## src/hdl/dcdc_pkg.sv

```systemverilog
package dcdc_pkg;
   // Register byte addresses on the plain register port.
   localparam logic [7:0] ADDR_POWERDOWN = 8'h0e;
   localparam logic [7:0] ADDR_OVERHEAD = 8'h42;
   localparam logic [7:0] ADDR_HIGH_BAT = 8'h4a;
   localparam logic [7:0] ADDR_LOW_BAT = 8'h4b;
   localparam logic [7:0] ADDR_PERIOD = 8'h5c;
   localparam logic [7:0] ADDR_SW_DELAY = 8'h5d;
   localparam logic [7:0] ADDR_PULSE_WIDTH = 8'h5e;
   localparam logic [7:0] ADDR_MIN_OVERHEAD = 8'h60;
   localparam logic [7:0] ADDR_FEED_CTRL = 8'h61;
   localparam logic [7:0] ADDR_LINE_LEVEL = 8'h62;

   // Field positions.
   localparam int POWER_OFF_BIT = 4;
   localparam int POLARITY_BIT = 5;
   localparam int CAL_BIT = 7;
   localparam int TRACK_BIT = 0;
   localparam int CC_MODE_BIT = 1;
   localparam int STEP_W = 6;

   // Reset values.
   localparam logic [7:0] POWERDOWN_RST = 8'h10;
   localparam logic [7:0] OVERHEAD_RST = 8'h00;
   localparam logic [7:0] HIGH_BAT_RST = 8'h00;
   localparam logic [7:0] LOW_BAT_RST = 8'h00;
   localparam logic [7:0] PERIOD_RST = 8'hff;
   localparam logic [4:0] OFF_TIME_RST = 5'h00;
   localparam logic [3:0] MIN_OVERHEAD_RST = 4'h0;
   localparam logic [1:0] FEED_CTRL_RST = 2'h0;

   // Timing: minimum off time adds a fixed count, calibration length.
   localparam logic [7:0] OFF_TIME_ADD = 8'h04;
   localparam real CAL_TIME_NS = 2000.0;
   localparam real CLK_PERIOD_NS = 10.0;
   localparam int CAL_CYCLES = int'(CAL_TIME_NS / CLK_PERIOD_NS);

   // Divider producing the 16.384 MHz converter tick from 100 MHz.
   localparam logic [15:0] TICK_INC = 16'd10737;

   typedef enum logic [1:0] {ST_OFF, ST_ON, ST_BLANK} pwm_state_t;
endpackage

```

## src/hdl/battery_dcdc_pwm_controller.sv

```systemverilog
`timescale 1ns/1ps
module battery_dcdc_pwm_controller #(
   parameter bit SAME_POLARITY = 1'b0
) (
   // Clock and reset.
   input wire logic clk_i,
   input wire logic rstn_i,
   // Register port.
   input wire logic [7:0] addr_i,
   input wire logic [7:0] wdata_i,
   input wire logic wr_i,
   input wire logic rd_i,
   output logic [7:0] rdata_o,
   // Converter sense and monitor inputs.
   input wire logic battery_below_target_i,
   input wire logic monitor_input_high_i,
   input wire logic monitor_input_low_i,
   // Line levels in 1.5 V steps from the line driver.
   input wire logic [5:0] common_mode_level_i,
   input wire logic [5:0] open_circuit_level_i,
   input wire logic [5:0] loop_level_i,
   // Switch drives and status.
   output logic main_switch_drive_o,
   output logic feed_forward_drive_o,
   output logic [5:0] battery_target_o,
   output logic calibrating_o
);
   logic [7:0] powerdown_reg, powerdown_next;
   logic [7:0] overhead_reg, overhead_next;
   logic [5:0] high_bat_reg, high_bat_next;
   logic [5:0] low_bat_reg, low_bat_next;
   logic [7:0] period_reg, period_next;
   logic [4:0] off_time_reg, off_time_next;
   logic [3:0] min_ovh_reg, min_ovh_next;
   logic [1:0] feed_reg, feed_next;
   logic [7:0] width_reg, width_next;
   logic [7:0] rdata_reg, rdata_next;
   dcdc_pkg::pwm_state_t state_reg, state_next;
   logic [7:0] cnt_reg, cnt_next;
   logic [7:0] on_cnt_reg, on_cnt_next;
   logic drive_reg, drive_next;
   logic ff_reg, ff_next;
   logic [15:0] cal_reg, cal_next;
   logic [5:0] target_reg, target_next;
   logic busy_reg, busy_next;
   logic tick;
   logic overload;
   logic conv_on;
   logic [7:0] on_limit;

   // Saturating sum of levels in 1.5 V steps, kept within 6 bits.
   function automatic logic [5:0] sat_add(input logic [6:0] a,
                                          input logic [6:0] b);
      logic [7:0] s;
      s = {1'b0, a} + {1'b0, b};
      sat_add = (s > 8'd63) ? 6'h3f : s[5:0];
   endfunction

   // Minimum off time in converter ticks: the field plus the fixed count.
   function automatic logic [7:0] min_off_ticks(input logic [4:0] field);
      min_off_ticks = {3'b000, field} + dcdc_pkg::OFF_TIME_ADD;
   endfunction

   // Converter tick at 16.384 MHz made from the 100 MHz clock.
   dcdc_tick_gen u_tick (
      .clk_i(clk_i),
      .rstn_i(rstn_i),
      .tick_o(tick)
   );

   assign conv_on = !powerdown_reg[dcdc_pkg::POWER_OFF_BIT];
   // Overload is ignored while calibration nulls the monitor inputs;
   // otherwise the nulling itself would cut the first pulses short.
   assign overload = (monitor_input_high_i | monitor_input_low_i)
                     && (cal_reg == 16'h0000);
   assign on_limit = (period_reg > min_off_ticks(off_time_reg))
                     ? period_reg - min_off_ticks(off_time_reg) : 8'h00;

   // Register writes and read data. Unmapped addresses read as zero and
   // ignore writes; the pulse width and line level places are read-only.
   // Read data stand for one cycle only, then fall back to zero.
   always_comb begin
      powerdown_next = powerdown_reg;
      overhead_next = overhead_reg;
      high_bat_next = high_bat_reg;
      low_bat_next = low_bat_reg;
      period_next = period_reg;
      off_time_next = off_time_reg;
      min_ovh_next = min_ovh_reg;
      feed_next = feed_reg;
      rdata_next = 8'h00;
      if (wr_i) begin
         if (addr_i == dcdc_pkg::ADDR_POWERDOWN) begin
            powerdown_next = wdata_i;
         end else if (addr_i == dcdc_pkg::ADDR_OVERHEAD) begin
            overhead_next = wdata_i;
         end else if (addr_i == dcdc_pkg::ADDR_HIGH_BAT) begin
            high_bat_next = wdata_i[5:0];
         end else if (addr_i == dcdc_pkg::ADDR_LOW_BAT) begin
            low_bat_next = wdata_i[5:0];
         end else if (addr_i == dcdc_pkg::ADDR_PERIOD) begin
            period_next = wdata_i;
         end else if (addr_i == dcdc_pkg::ADDR_SW_DELAY) begin
            off_time_next = wdata_i[4:0];
         end else if (addr_i == dcdc_pkg::ADDR_MIN_OVERHEAD) begin
            min_ovh_next = wdata_i[3:0];
         end else if (addr_i == dcdc_pkg::ADDR_FEED_CTRL) begin
            feed_next = wdata_i[1:0];
         end
      end
      if (rd_i) begin
         if (addr_i == dcdc_pkg::ADDR_POWERDOWN) begin
            rdata_next = powerdown_reg;
         end else if (addr_i == dcdc_pkg::ADDR_OVERHEAD) begin
            rdata_next = overhead_reg;
         end else if (addr_i == dcdc_pkg::ADDR_HIGH_BAT) begin
            rdata_next = {2'b00, high_bat_reg};
         end else if (addr_i == dcdc_pkg::ADDR_LOW_BAT) begin
            rdata_next = {2'b00, low_bat_reg};
         end else if (addr_i == dcdc_pkg::ADDR_PERIOD) begin
            rdata_next = period_reg;
         end else if (addr_i == dcdc_pkg::ADDR_SW_DELAY) begin
            rdata_next = {(cal_reg != 16'h0000), 1'b0, SAME_POLARITY,
                          off_time_reg};
         end else if (addr_i == dcdc_pkg::ADDR_PULSE_WIDTH) begin
            rdata_next = width_reg;
         end else if (addr_i == dcdc_pkg::ADDR_MIN_OVERHEAD) begin
            rdata_next = {4'h0, min_ovh_reg};
         end else if (addr_i == dcdc_pkg::ADDR_FEED_CTRL) begin
            rdata_next = {6'h00, feed_reg};
         end else if (addr_i == dcdc_pkg::ADDR_LINE_LEVEL) begin
            rdata_next = {2'b00, target_reg};
         end
      end
   end

   // Calibration runs a fixed time after a write of the calibration bit.
   // A request while the converter is off is dropped, since the monitor
   // inputs carry nothing to null then.
   always_comb begin
      cal_next = (cal_reg != 16'h0000) ? cal_reg - 16'h0001 : cal_reg;
      if (wr_i && addr_i == dcdc_pkg::ADDR_SW_DELAY
          && wdata_i[dcdc_pkg::CAL_BIT] && conv_on) begin
         cal_next = 16'(dcdc_pkg::CAL_CYCLES);
      end
      // The busy flag follows the counter so the output is registered.
      busy_next = (cal_next != 16'h0000);
   end

   // Regulation target magnitude in 1.5 V steps.
   // Each sum saturates at the top code, and the high battery setting
   // caps the result in every feed mode.
   always_comb begin
      logic [5:0] ovh;
      logic [5:0] base;
      base = 6'h00;
      // overhead, larger of direct and minimum
      ovh = (overhead_reg[5:0] > {2'b00, min_ovh_reg})
            ? overhead_reg[5:0] : {2'b00, min_ovh_reg};
      if (feed_reg[dcdc_pkg::CC_MODE_BIT]) begin
         base = sat_add({1'b0, loop_level_i},
                        {1'b0, common_mode_level_i});
         target_next = sat_add({1'b0, base}, {1'b0, ovh});
         if (!feed_reg[dcdc_pkg::TRACK_BIT] && target_next < low_bat_reg) begin
            target_next = low_bat_reg;
         end
      end else begin
         base = sat_add({1'b0, common_mode_level_i},
                        {1'b0, open_circuit_level_i});
         target_next = sat_add({1'b0, base}, {1'b0, ovh});
      end
      if (target_next > high_bat_reg) begin
         target_next = high_bat_reg;
      end
   end

   // PWM state machine, advanced on each converter tick. A period lasts
   // period_reg ticks; the tick that ends one period starts the next.
   always_comb begin
      state_next = state_reg;
      cnt_next = cnt_reg;
      on_cnt_next = on_cnt_reg;
      drive_next = drive_reg;
      width_next = width_reg;
      if (!conv_on) begin
         state_next = dcdc_pkg::ST_OFF;
         drive_next = 1'b0;
         cnt_next = 8'h00;
         on_cnt_next = 8'h00;
      end else if (tick) begin
         cnt_next = cnt_reg + 8'h01;
         case (state_reg)
            dcdc_pkg::ST_ON: begin
               if (drive_reg) begin
                  on_cnt_next = on_cnt_reg + 8'h01;
               end
               if (overload || on_cnt_next >= on_limit) begin
                  drive_next = 1'b0;
                  state_next = dcdc_pkg::ST_BLANK;
               end
            end
            default: begin
               // Off after power-on, or blanked until the period ends.
               drive_next = 1'b0;
            end
         endcase
         if (state_reg == dcdc_pkg::ST_OFF || cnt_next >= period_reg) begin
            if (state_reg != dcdc_pkg::ST_OFF) begin
               width_next = on_cnt_next;
            end
            state_next = dcdc_pkg::ST_ON;
            cnt_next = 8'h00;
            on_cnt_next = 8'h00;
            drive_next = battery_below_target_i && (on_limit != 8'h00)
                         && !overload;
         end
      end
      ff_next = SAME_POLARITY ? drive_next : !drive_next;
   end

   // State registers. Reset leaves the converter off and both drives
   // at their idle levels.
   always_ff @(posedge clk_i) begin
      if (!rstn_i) begin
         powerdown_reg <= dcdc_pkg::POWERDOWN_RST;
         overhead_reg <= dcdc_pkg::OVERHEAD_RST;
         high_bat_reg <= dcdc_pkg::HIGH_BAT_RST[5:0];
         low_bat_reg <= dcdc_pkg::LOW_BAT_RST[5:0];
         period_reg <= dcdc_pkg::PERIOD_RST;
         off_time_reg <= dcdc_pkg::OFF_TIME_RST;
         min_ovh_reg <= dcdc_pkg::MIN_OVERHEAD_RST;
         feed_reg <= dcdc_pkg::FEED_CTRL_RST;
         width_reg <= 8'h00;
         rdata_reg <= 8'h00;
         state_reg <= dcdc_pkg::ST_OFF;
         cnt_reg <= 8'h00;
         on_cnt_reg <= 8'h00;
         drive_reg <= 1'b0;
         ff_reg <= !SAME_POLARITY;
         cal_reg <= 16'h0000;
         target_reg <= 6'h00;
         busy_reg <= 1'b0;
      end else begin
         powerdown_reg <= powerdown_next;
         overhead_reg <= overhead_next;
         high_bat_reg <= high_bat_next;
         low_bat_reg <= low_bat_next;
         period_reg <= period_next;
         off_time_reg <= off_time_next;
         min_ovh_reg <= min_ovh_next;
         feed_reg <= feed_next;
         width_reg <= width_next;
         rdata_reg <= rdata_next;
         state_reg <= state_next;
         cnt_reg <= cnt_next;
         on_cnt_reg <= on_cnt_next;
         drive_reg <= drive_next;
         ff_reg <= ff_next;
         cal_reg <= cal_next;
         target_reg <= target_next;
         busy_reg <= busy_next;
      end
   end

   // Outputs straight from flip-flops.
   // The calibration flag has its own register so it cannot glitch.
   assign rdata_o = rdata_reg;
   assign main_switch_drive_o = drive_reg;
   assign feed_forward_drive_o = ff_reg;
   assign battery_target_o = target_reg;
   assign calibrating_o = busy_reg;
endmodule

```

## src/hdl/dcdc_tick_gen.sv

```systemverilog
`timescale 1ns/1ps
// Fractional divider that makes a one-cycle enable at 16.384 MHz.
module dcdc_tick_gen (
   // Clock and reset.
   input wire logic clk_i,
   input wire logic rstn_i,
   // Tick output.
   output logic tick_o
);
   logic [15:0] acc_reg;
   logic [15:0] acc_next;
   logic tick_reg;
   logic tick_next;
   logic [16:0] sum;

   // Phase accumulator; the carry marks a tick.
   always_comb begin
      sum = {1'b0, acc_reg} + {1'b0, dcdc_pkg::TICK_INC};
      acc_next = sum[15:0];
      tick_next = sum[16];
   end

   // Accumulator state.
   always_ff @(posedge clk_i) begin
      if (!rstn_i) begin
         acc_reg <= 16'h0000;
         tick_reg <= 1'b0;
      end else begin
         acc_reg <= acc_next;
         tick_reg <= tick_next;
      end
   end

   assign tick_o = tick_reg;
endmodule
```

## config.mk

```make
export PLATFORM = sky130hd
export DESIGN_NAME = battery_dcdc_pwm_controller
export DESIGN_NICKNAME = d
export VERILOG_FILES = /design/src/hdl/dcdc_pkg.sv /design/src/hdl/battery_dcdc_pwm_controller.sv /design/src/hdl/dcdc_tick_gen.sv
export SDC_FILE = /design/constraint.sdc
export NUM_CORES = 1
export LEC_CHECK = 0
export BUFFER_PORTS_ARGS = -buffer_cell sky130_fd_sc_hd__buf_2
export CORE_ASPECT_RATIO = 1.2
export CORE_UTILIZATION = 65
export DETAILED_ROUTE_END_ITERATION = 10
export GPL_ROUTABILITY_DRIVEN = 0
export GPL_TIMING_DRIVEN = 0
export PLACE_DENSITY_LB_ADDON = 0.25
export SETUP_SLACK_MARGIN = 0.4
export SYNTH_ARGS = -nofsm -noshare
export SYNTH_HDL_FRONTEND = slang
export SYNTH_SLANG_ARGS = --single-unit
```

## constraint.sdc

```tcl
create_clock -name clk_i -period 10.1 [get_ports clk_i]
set_input_delay 0.505 -clock clk_i [delete_from_list [all_inputs] [get_ports clk_i]]
set_output_delay 0.505 -clock clk_i [all_outputs]
set_load 0.03 [all_outputs]
```

======== After elaboration in Yosys (flattened, before gate mapping) ========
Cells that the tools add are included.
Widths: inputs -> output; s select.
storage, ports and cells
  bits in registers ....................... 123
  input port bits ......................... 41
  output and inout port bits .............. 17
  logic and storage cells ................. 130
operators by class
  add/sub/neg operators ................... 10
  order comparisons ....................... 10
  equality and inequality tests ........... 11
  mux-type cells .......................... 36
  bitwise logic cells ..................... 10
  reductions and logical operators ........ 33
operators by type and width
  kind                    number
  $mux 8                  15
  $eq 8x7->1 const B      9
  $mux 6                  11
  $mux 16                 2
  $reduce_bool 16->1      2
  $add 6x6->7             4
  $gt 7x6->1 const B      4
  $add 16x14->17 const B  1
  $add 8x1->8 const B     2
  $ge 8x8->1              2
  $logic_not 16->1        1
  $sub 16x1->16 const B   1
  $not 1->1               9
  $reduce_and 9->1        1
  $eq 8x4->1 const B      1
  $gt 8x8->1              1
  $reduce_and 4->1        2
  $reduce_and 8->1        1
  $reduce_bool 8->1       1
  $sub 8x6->8             1
  $logic_and 1x1->1       7
  $reduce_and 7->1        1
  $add 5x3->6 const B     1
  $gt 6x4->1              1
  15 further kinds        29

======== Logic depth before layout (Yosys ltp) ========
Gate-level depths: netlist of the first run.
  depth in word-level cells ............... 13
  mapped depth ............................ 29
  gate-level depth less buffers ........... 28

======== By module ========
From an unflattened synthesis of the first run, not the netlist that was laid out.
second synthesis, totals
  cells, all modules ...................... 981
  area total of the unflattened synthesis .. 8271.7 µm²
modules (own cells, without submodules)
  module                       times used  cells an instance  area each (µm²)  sequential area each (µm²)
  battery_dcdc_pwm_controller  1           903                7548.5           2122.0
  dcdc_tick_gen                1           78                 723.2            340.3

======== Worst setup path before layout of the first run ========
Ideal clock, no wire load.
  path kind ............................... input to register
  from .................................... input common_mode_level_i[0]
  to ...................................... register target_reg[1], in the netlist battery_target_o[1]
  library setup time ...................... 0.117 ns
  data arrival time ....................... 5.849 ns
  required time ........................... 9.983 ns
  path slack .............................. 4.134 ns
  stages on the path ...................... 26
  buffers on the path ..................... 0
  cell sequence ........................... ha_1 -> inv_1 -> fa_1 -> nor2b_1 -> o21ai_0 -> nand2b_1 -> a21o_1 -> a21oi_1 -> nand2b_1 -> ha_1 -> fa_1 -> a21o_1 -> a2111oi_0 -> o21bai_1 -> ha_1 -> a21oi_1 -> o211ai_1 -> nor4_1 -> nor4b_1 -> a311oi_1 -> ha_1 -> nor2b_1 -> o211ai_1 -> a31oi_1 -> o311a_1 -> a22o_1
between the ends
  longest elaborated chain between the ends .. 12
  elaborated cells between the ends (all ways) .. 18
  those cells by class .................... add/sub (4); order compare (6); mux (7); reduce/logical (1)
RTL lines
  item                  RTL line                            text
  start, declared       battery_dcdc_pwm_controller.sv:19   input wire logic [5:0] common_mode_level_i,
  $add 6x6->7           battery_dcdc_pwm_controller.sv:55   s = {1'b0, a} + {1'b0, b};
  $gt 7x6->1            battery_dcdc_pwm_controller.sv:56   sat_add = (s > 8'd63) ? 6'h3f : s[5:0];
  $mux 6                battery_dcdc_pwm_controller.sv:56
  $add 6x6->7           battery_dcdc_pwm_controller.sv:55
  $gt 7x6->1            battery_dcdc_pwm_controller.sv:56
  $mux 6                battery_dcdc_pwm_controller.sv:56
  $lt 6x6->1            battery_dcdc_pwm_controller.sv:164  if (!feed_reg[dcdc_pkg::TRACK_BIT] && target_next < low_bat_reg) begin
  $logic_and 1x1->1     battery_dcdc_pwm_controller.sv:164
  $mux 6                battery_dcdc_pwm_controller.sv:164
  $mux 6 *              battery_dcdc_pwm_controller.sv:160  if (feed_reg[dcdc_pkg::CC_MODE_BIT]) begin
  $gt 6x6->1            battery_dcdc_pwm_controller.sv:172  if (target_next > high_bat_reg) begin
  $mux 6 *              battery_dcdc_pwm_controller.sv:172
  end signal, assigned  battery_dcdc_pwm_controller.sv:260  target_reg <= target_next;
  end, declared         battery_dcdc_pwm_controller.sv:44   logic [5:0] target_reg, target_next;
Every way passes the cells marked *; elsewhere a longest branch is shown, timed or not.
A chain may end at the register's enable or synchronous reset.

======== Worst setup path after layout of the first run ========
  from .................................... register min_ovh_reg[1]
  to ...................................... register target_reg[5], in the netlist battery_target_o[5]
between the ends
  longest elaborated chain between the ends .. 11
  elaborated cells between the ends (all ways) .. 14
  those cells by class .................... add/sub (2); order compare (5); mux (6); reduce/logical (1)
RTL lines
  item                    RTL line                            text
  start, declared         battery_dcdc_pwm_controller.sv:34   logic [3:0] min_ovh_reg, min_ovh_next;
  start signal, assigned  battery_dcdc_pwm_controller.sv:231  min_ovh_reg <= dcdc_pkg::MIN_OVERHEAD_RST;
  start signal, assigned  battery_dcdc_pwm_controller.sv:250  min_ovh_reg <= min_ovh_next;
  $gt 6x4->1              battery_dcdc_pwm_controller.sv:158  ovh = (overhead_reg[5:0] > {2'b00, min_ovh_reg})
  $mux 6 *                battery_dcdc_pwm_controller.sv:159  ? overhead_reg[5:0] : {2'b00, min_ovh_reg};
  $add 6x6->7             battery_dcdc_pwm_controller.sv:55
  $gt 7x6->1              battery_dcdc_pwm_controller.sv:56
  $mux 6                  battery_dcdc_pwm_controller.sv:56
  $lt 6x6->1              battery_dcdc_pwm_controller.sv:164
  $logic_and 1x1->1       battery_dcdc_pwm_controller.sv:164
  $mux 6                  battery_dcdc_pwm_controller.sv:164
  $mux 6 *                battery_dcdc_pwm_controller.sv:160
  $gt 6x6->1              battery_dcdc_pwm_controller.sv:172
  $mux 6 *                battery_dcdc_pwm_controller.sv:172
Marks and branches as above.

==> flow_summary.yaml, run 1 <==
cells_and_area:
  drive_above_1_share: 0.106
  area_growth_pct: 12.7
  final-instance-count-excl-fill: 1257
  fin_nets: 1197
  n_antenna_cell: 0
  utilization: 0.759
timing:
  skew_ns: 0.00923
  period_needed_ns: 7.12
  fin_crit_sh: 0.704
  rsz0062_at_grt: "no"
  worst_slew_pin_slew_ns: 0.869
  fin_setup_tns_ns: 0
  setup_viol: 0
  slew_headroom: 0.416
  setup_slack_ns: 2.98
  slew_violations: 0
  fmax_ghz: 0.141
  finalHoldViolations: 0
grt:
  grt_max_degree: 17
  track_usage: 0.352
  grt_pass1_vias: 7487
  overflow: 0
  antenna_found_initial: 1
  grt_first_pass_wirelength_um: 36500
yosys:
  synth_cell_types: 74
  synth_async_sr_flop_share: 0
  syn_area_sq_mm: 0.00824
  synth.ff_latch_count: 123
  yosys_warnings: 0
  synth_area_per_cell_sq_um: 8.14
  ys_seq_area_frac: 0.299
  synth_top_flop_cell: "dfxtp_1"
  synth_edf_count: 0
  synth_nets: 1125
  netlist_instances: 1012
drt:
  dr.pass1.iters: 6
  drc_errors: 0
  ant_nets: 0
  wl_per_cell_um: 17.8
  avgViaCountPerCell: 6.30
  wirelength_um: 22400
  num_vias: 7922
  drt_iter0_markers: 768
floorplan:
  ios: 58
  rows: 44
  die_h_um: 125
  start_util: 0.674
  core_sq_mm: 0.0122
  die-area_sq_mm: 0.0131
  die_w_um: 105
setup_path:
  start_kind: "flop"
  worst-path-buf-inv: 1
  worst-path-max-fanout: 6
  critical_path_class: "flop to flop"
  path_delay_family: "compound AO/OA/AOI/OAI gates"
  cp-end-kind: "flop"
  cpMaxStageDelayCell: "nor4_1"
  worstPathArrival_ns: 7.45
  cpPeakStageDelay_ns: 0.67
  crit_required_ns: 10.44
clock_network:
  cts_tree: "built"
  root_buffer: "clkbuf_16"
  clock_sinks: 123
  cts_setup_buffers: 0
  htree_levels: 4
  clk_pin_slew_ns: 0.06
  insertion_delay_ns: 0.42
  cts_buffers: 17
  cts_resized: 0
  hold_buffers: 0
  clk_path_buf_depth: 2
placed_design:
  dp_hpwl_um: 16600
  portBuffers: 53
  pre_cts_ws_ns: 3.11
  placed_cells: 1226
power:
  p_leak_nw: 3.88
  vdd_drop_max_mv: 0.147
  power_density_mw_per_mm2: 181
hold_path:
  min_path_type: "input port to flop"
flow_run:
  cap_violations: 0
outcome:
  outcome: "finished clean"
[final cells by class]
| type | count | area, sq um |
|---|---|---|
| Timing Repair Buffer | 53 | 265 |
| Inverter | 47 | 176 |
| Tap cell | 161 | 201 |
| Sequential cell | 123 | 2460 |
| Multi-Input combinational cell | 790 | 5380 |
| Buffer | 52 | 216 |
| Clock inverter | 12 | 124 |
| Clock buffer | 19 | 453 |
| Fill cell | 926 | 2940 |
[layer usage]
layer / part of all wire / vias up / GRT usage / routed length (um)
li1: - / 3808 / - / -
met3: 0.070 / 121 / 0.0808 / 1580
met2: 0.48 / 371 / 0.590 / 10600
met1: 0.38 / 3620 / 0.394 / 8570
met5: 0.00058 / - / 0 / 13
met4: 0.070 / 2 / 0.249 / 1570
[cells in the final DEF, fill, tap and decap left out, types with 17 or more instances in the layout]
cell,n
nand2b_1,19
nand2_1,101
inv_1,46
clkbuf_16,17
xor2_1,19
mux2i_1,39
clkbuf_1,42
xnor2_1,32
a211oi_1,18
nand3_1,41
o21ai_0,40
buf_2,58
nor2_1,87
ha_1,67
dfxtp_1,123
a21oi_1,88
[kinds of logic after synthesis]
group,share of synthesized area
muxes,0.0556
and+or+nand+nor,0.237
adders and majority gates,0.114
AOI/OAI and AO/OA,0.193
xor gates and xnor gates,0.0542
DFF,0.299
buffers and inverters,0.0477
[Yosys cell counts, types with 10 or more instances]
| cell type | instances | area share |
|---|---|---|
| nand3_1 | 41 | 0.025 |
| nor3_1 | 15 | 0.0091 |
| xnor2_1 | 32 | 0.034 |
| nor2_1 | 87 | 0.040 |
| o21ai_0 | 40 | 0.024 |
| nor2b_1 | 15 | 0.011 |
| a21o_1 | 14 | 0.013 |
| ha_1 | 67 | 0.10 |
| mux2i_1 | 39 | 0.047 |
| xor2_1 | 19 | 0.020 |
| a21oi_1 | 88 | 0.053 |
| inv_1 | 46 | 0.021 |
| a211oi_1 | 18 | 0.016 |
| nand2_1 | 101 | 0.046 |
| nor4_1 | 14 | 0.011 |
| clkbuf_1 | 42 | 0.019 |
| nor3b_1 | 10 | 0.0091 |
| dfxtp_1 | 123 | 0.30 |
| nand2b_1 | 19 | 0.014 |
[worst paths after layout]
check                                 from                              to  slack [ns]  depth (start not counted)
min                             wdata_i[6]      period_reg[6]$_SDFFE_PN1P_        0.34                          3
max            min_ovh_reg[1]$_SDFFE_PN0P_  battery_target_o[5]$_SDFF_PN0_        2.98                         26
max reg2reg    min_ovh_reg[1]$_SDFFE_PN0P_  battery_target_o[5]$_SDFF_PN0_        2.98                         26
min reg2reg  powerdown_reg[7]$_SDFFE_PN0P_   powerdown_reg[7]$_SDFFE_PN0P_        0.46                          2
[worst register-to-register path: cells and delay by family (launching register included)]
kind / cells / cell delay (ns)
compound gates: 13 / 3.25
fa+ha+maj: 5 / 1.54
buf+inv: 1 / 0.08
flops: 1 / 0.45
mux: 1 / 0.43
simple gates: 6 / 1.30
[per-stage QoR]
stage	hold WS [ns]	instance area, sq um	power, mW
2_1_floorplan	0.426	8240	0.972
3_3_place_gp	0.440	8700	1.07
3_5_place_dp	0.449	8700	1.08
4_1_cts	0.335	9280	1.68
5_1_grt	0.368	9280	1.77
6_report	0.343	9280	1.68
[power breakdown]
part           internal, mW  leakage, nW  total, mW  switching (mW)
combinational         0.210         2.61      0.510           0.300
sequential            0.532        0.998      0.575          0.0426
clock                 0.372        0.276      0.599           0.227
(Power assumes the default switching activity.)
==> run 2: changes to the inputs <==
- CORE_UTILIZATION: 65 -> 62
- clock period: 10.1 -> 7.2 ns (I/O delays scaled with it)
==> run 2 against run 1 <==
Compared with the run above: sequential share of layout area shrank 0.089 points; clock skew is 0.0023 ns lower; sequential power increased by 40%; worst hold slack worse by 0.13 ns; cell count grew 0.32%; critical endpoint is now battery_target_o[4]$_SDFF_PN0_; highest routed layer is now met4.
==> flow_summary.yaml, run 2 (synthesis results as in run 1) <==
drt:
  wirelength_um: 23000
  wl_per_cell_um: 18.2
  num_vias: 7976
  drt_iter0_markers: 626
  dr.pass1.iters: 6
  drc_errors: 0
  ant_nets: 0
  avgViaCountPerCell: 6.33
setup_path:
  critical_path_class: "flop to flop"
  worstPathArrival_ns: 6.79
  reg2reg_depth: 25
  start_kind: "flop"
  r2r_start: "min_ovh_reg[1]$_SDFFE_PN0P_"
  rr_endpoint: "battery_target_o[4]$_SDFF_PN0_"
  r2r_setup_slack_ns: 0.72
  crit_path_frequent_cell: "ha_1"
  worst-path-buf-inv: 1
  cp-endpoint: "battery_target_o[4]$_SDFF_PN0_"
  crit_required_ns: 7.51
  cp-end-kind: "flop"
  crit_start: "min_ovh_reg[1]$_SDFFE_PN0P_"
  cpMaxStageDelayCell: "a2111oi_1"
  crit_cells: 25
  worst-path-max-fanout: 6
  path_delay_family: "compound AO/OA/AOI/OAI gates"
  cpPeakStageDelay_ns: 0.50
timing:
  slew_violations: 0
  slew_headroom: 0.392
  period_needed_ns: 6.48
  finalHoldViolations: 0
  fmax_ghz: 0.154
  skew_ns: 0.00698
  setup_viol: 0
  fin_setup_tns_ns: 0
  rsz0062_at_grt: "no"
  worst_slew_pin_slew_ns: 0.904
  fin_crit_sh: 0.900
grt:
  grt_pass1_vias: 7710
  antenna_found_initial: 1
  track_usage: 0.343
  overflow: 0
  grt_max_degree: 17
  grt_first_pass_wirelength_um: 36800
cells_and_area:
  n_antenna_cell: 0
  area_growth_pct: 13.1
  layout_common_cells: "123 x dfxtp_1, 101 x nand2_1, 88 x a21oi_1"
  drive_above_1_share: 0.108
  fin_nets: 1197
  final-instance-count-excl-fill: 1261
  final_common_cell: "dfxtp_1"
clock_network:
  clk_pin_slew_ns: 0.06
  root_buffer: "clkbuf_16"
  clock_sinks: 123
  clk_path_buf_depth: 2
  htree_levels: 4
  insertion_delay_ns: 0.42
  cts_buffers: 17
  cts_tree: "built"
floorplan:
  core_sq_mm: 0.0128
  die-area_sq_mm: 0.0137
  die_h_um: 128
  ios: 58
  die_w_um: 107
  rows: 45
  start_util: 0.644
placed_design:
  dp_hpwl_um: 16600
  placed_cells: 1229
  portBuffers: 53
flow_run:
  cap_violations: 0
power:
  p_leak_nw: 3.88
  vdd_drop_max_mv: 0.230
  power_density_mw_per_mm2: 255
hold_path:
  min_path_type: "input port to flop"
outcome:
  outcome: "finished clean"
[run 2: final cells by class]
type	count	area (sq um)
buffer	52	216
multi-input combinational	790	5410
fill	990	3470
tap	164	205
clock buffer	19	433
timing repair buffer	53	265
clock inverter	13	145
inverter	47	176
sequential	123	2460
[run 2: routing by layer]
layer / vias to the layer above / GRT usage / wire length [um]
met5: - / 0 / 0
met4: 0 / 0.222 / 1480
met3: 121 / 0.0656 / 1400
met2: 352 / 0.589 / 11000
met1: 3709 / 0.387 / 9130
li1: 3794 / - / -
[run 2: power by group]
part	total, mW	switching [mW]	leakage, nW	internal (mW)
clock	0.838	0.327	0.274	0.511
sequential	0.807	0.0608	0.998	0.746
combinational	0.727	0.431	2.61	0.296
total	2.37	0.819	3.88	1.55
[run 2: timing repair]
item                       4_1_cts  5_1_grt
setup endpoints to repair        6        6
hold buffers                     0        0
cloned                           0        0
resized for setup                2        5
buffers inserted                 0        0
[run 2: worst min path at each step]
stage | start | end | slack [ns] | cells past startpoint
final | wdata_i[6] | period_reg[6]$_SDFFE_PN1P_ | 0.21 | 3
after global routing | wdata_i[6] | period_reg[6]$_SDFFE_PN1P_ | 0.23 | 3
after CTS | wdata_i[6] | period_reg[6]$_SDFFE_PN1P_ | 0.20 | 3
after detailed placement | u_tick.acc_reg[0]$_SDFF_PN0_ | u_tick.acc_reg[0]$_SDFF_PN0_ | 0.45 | 1
after global placement | overhead_reg[7]$_SDFFE_PN0P_ | overhead_reg[7]$_SDFFE_PN0P_ | 0.44 | 2
after floorplan | u_tick.acc_reg[0]$_SDFF_PN0_ | u_tick.acc_reg[0]$_SDFF_PN0_ | 0.43 | 1
[run 2: worst register-to-register path: stages (launching register included)]
cell	delay (ns)
dfxtp_1	0.49
inv_1	0.08
ha_1	0.29
nor2b_1	0.13
o21ai_0	0.08
nand2b_1	0.07
a21oi_1	0.07
o21ai_2	0.22
mux2_2	0.40
ha_1	0.23
fa_1	0.42
a21o_1	0.23
a2111oi_1	0.50
o21bai_1	0.15
ha_1	0.31
a21oi_1	0.21
o211ai_1	0.16
nor4_4	0.37
nor4b_1	0.11
a311oi_1	0.45
ha_1	0.33
nor2b_1	0.13
o211ai_1	0.20
a31oi_1	0.13
o311a_1	0.39
a22o_1	0.22
[run 2: per-stage QoR]
step	total power, mW	setup slack [ns]	instance area (sq um)	util	hold WS (ns)
3_5_place_dp	1.53	0.289	8710	0.681	0.449
5_1_grt	2.49	0.363	9310	0.728	0.234
4_1_cts	2.36	0.546	9290	0.727	0.202
3_3_place_gp	1.51	0.404	8710	0.681	0.441
6_report	2.37	0.722	9310	0.728	0.214
2_1_floorplan	1.36	1.26	8240	-	0.426
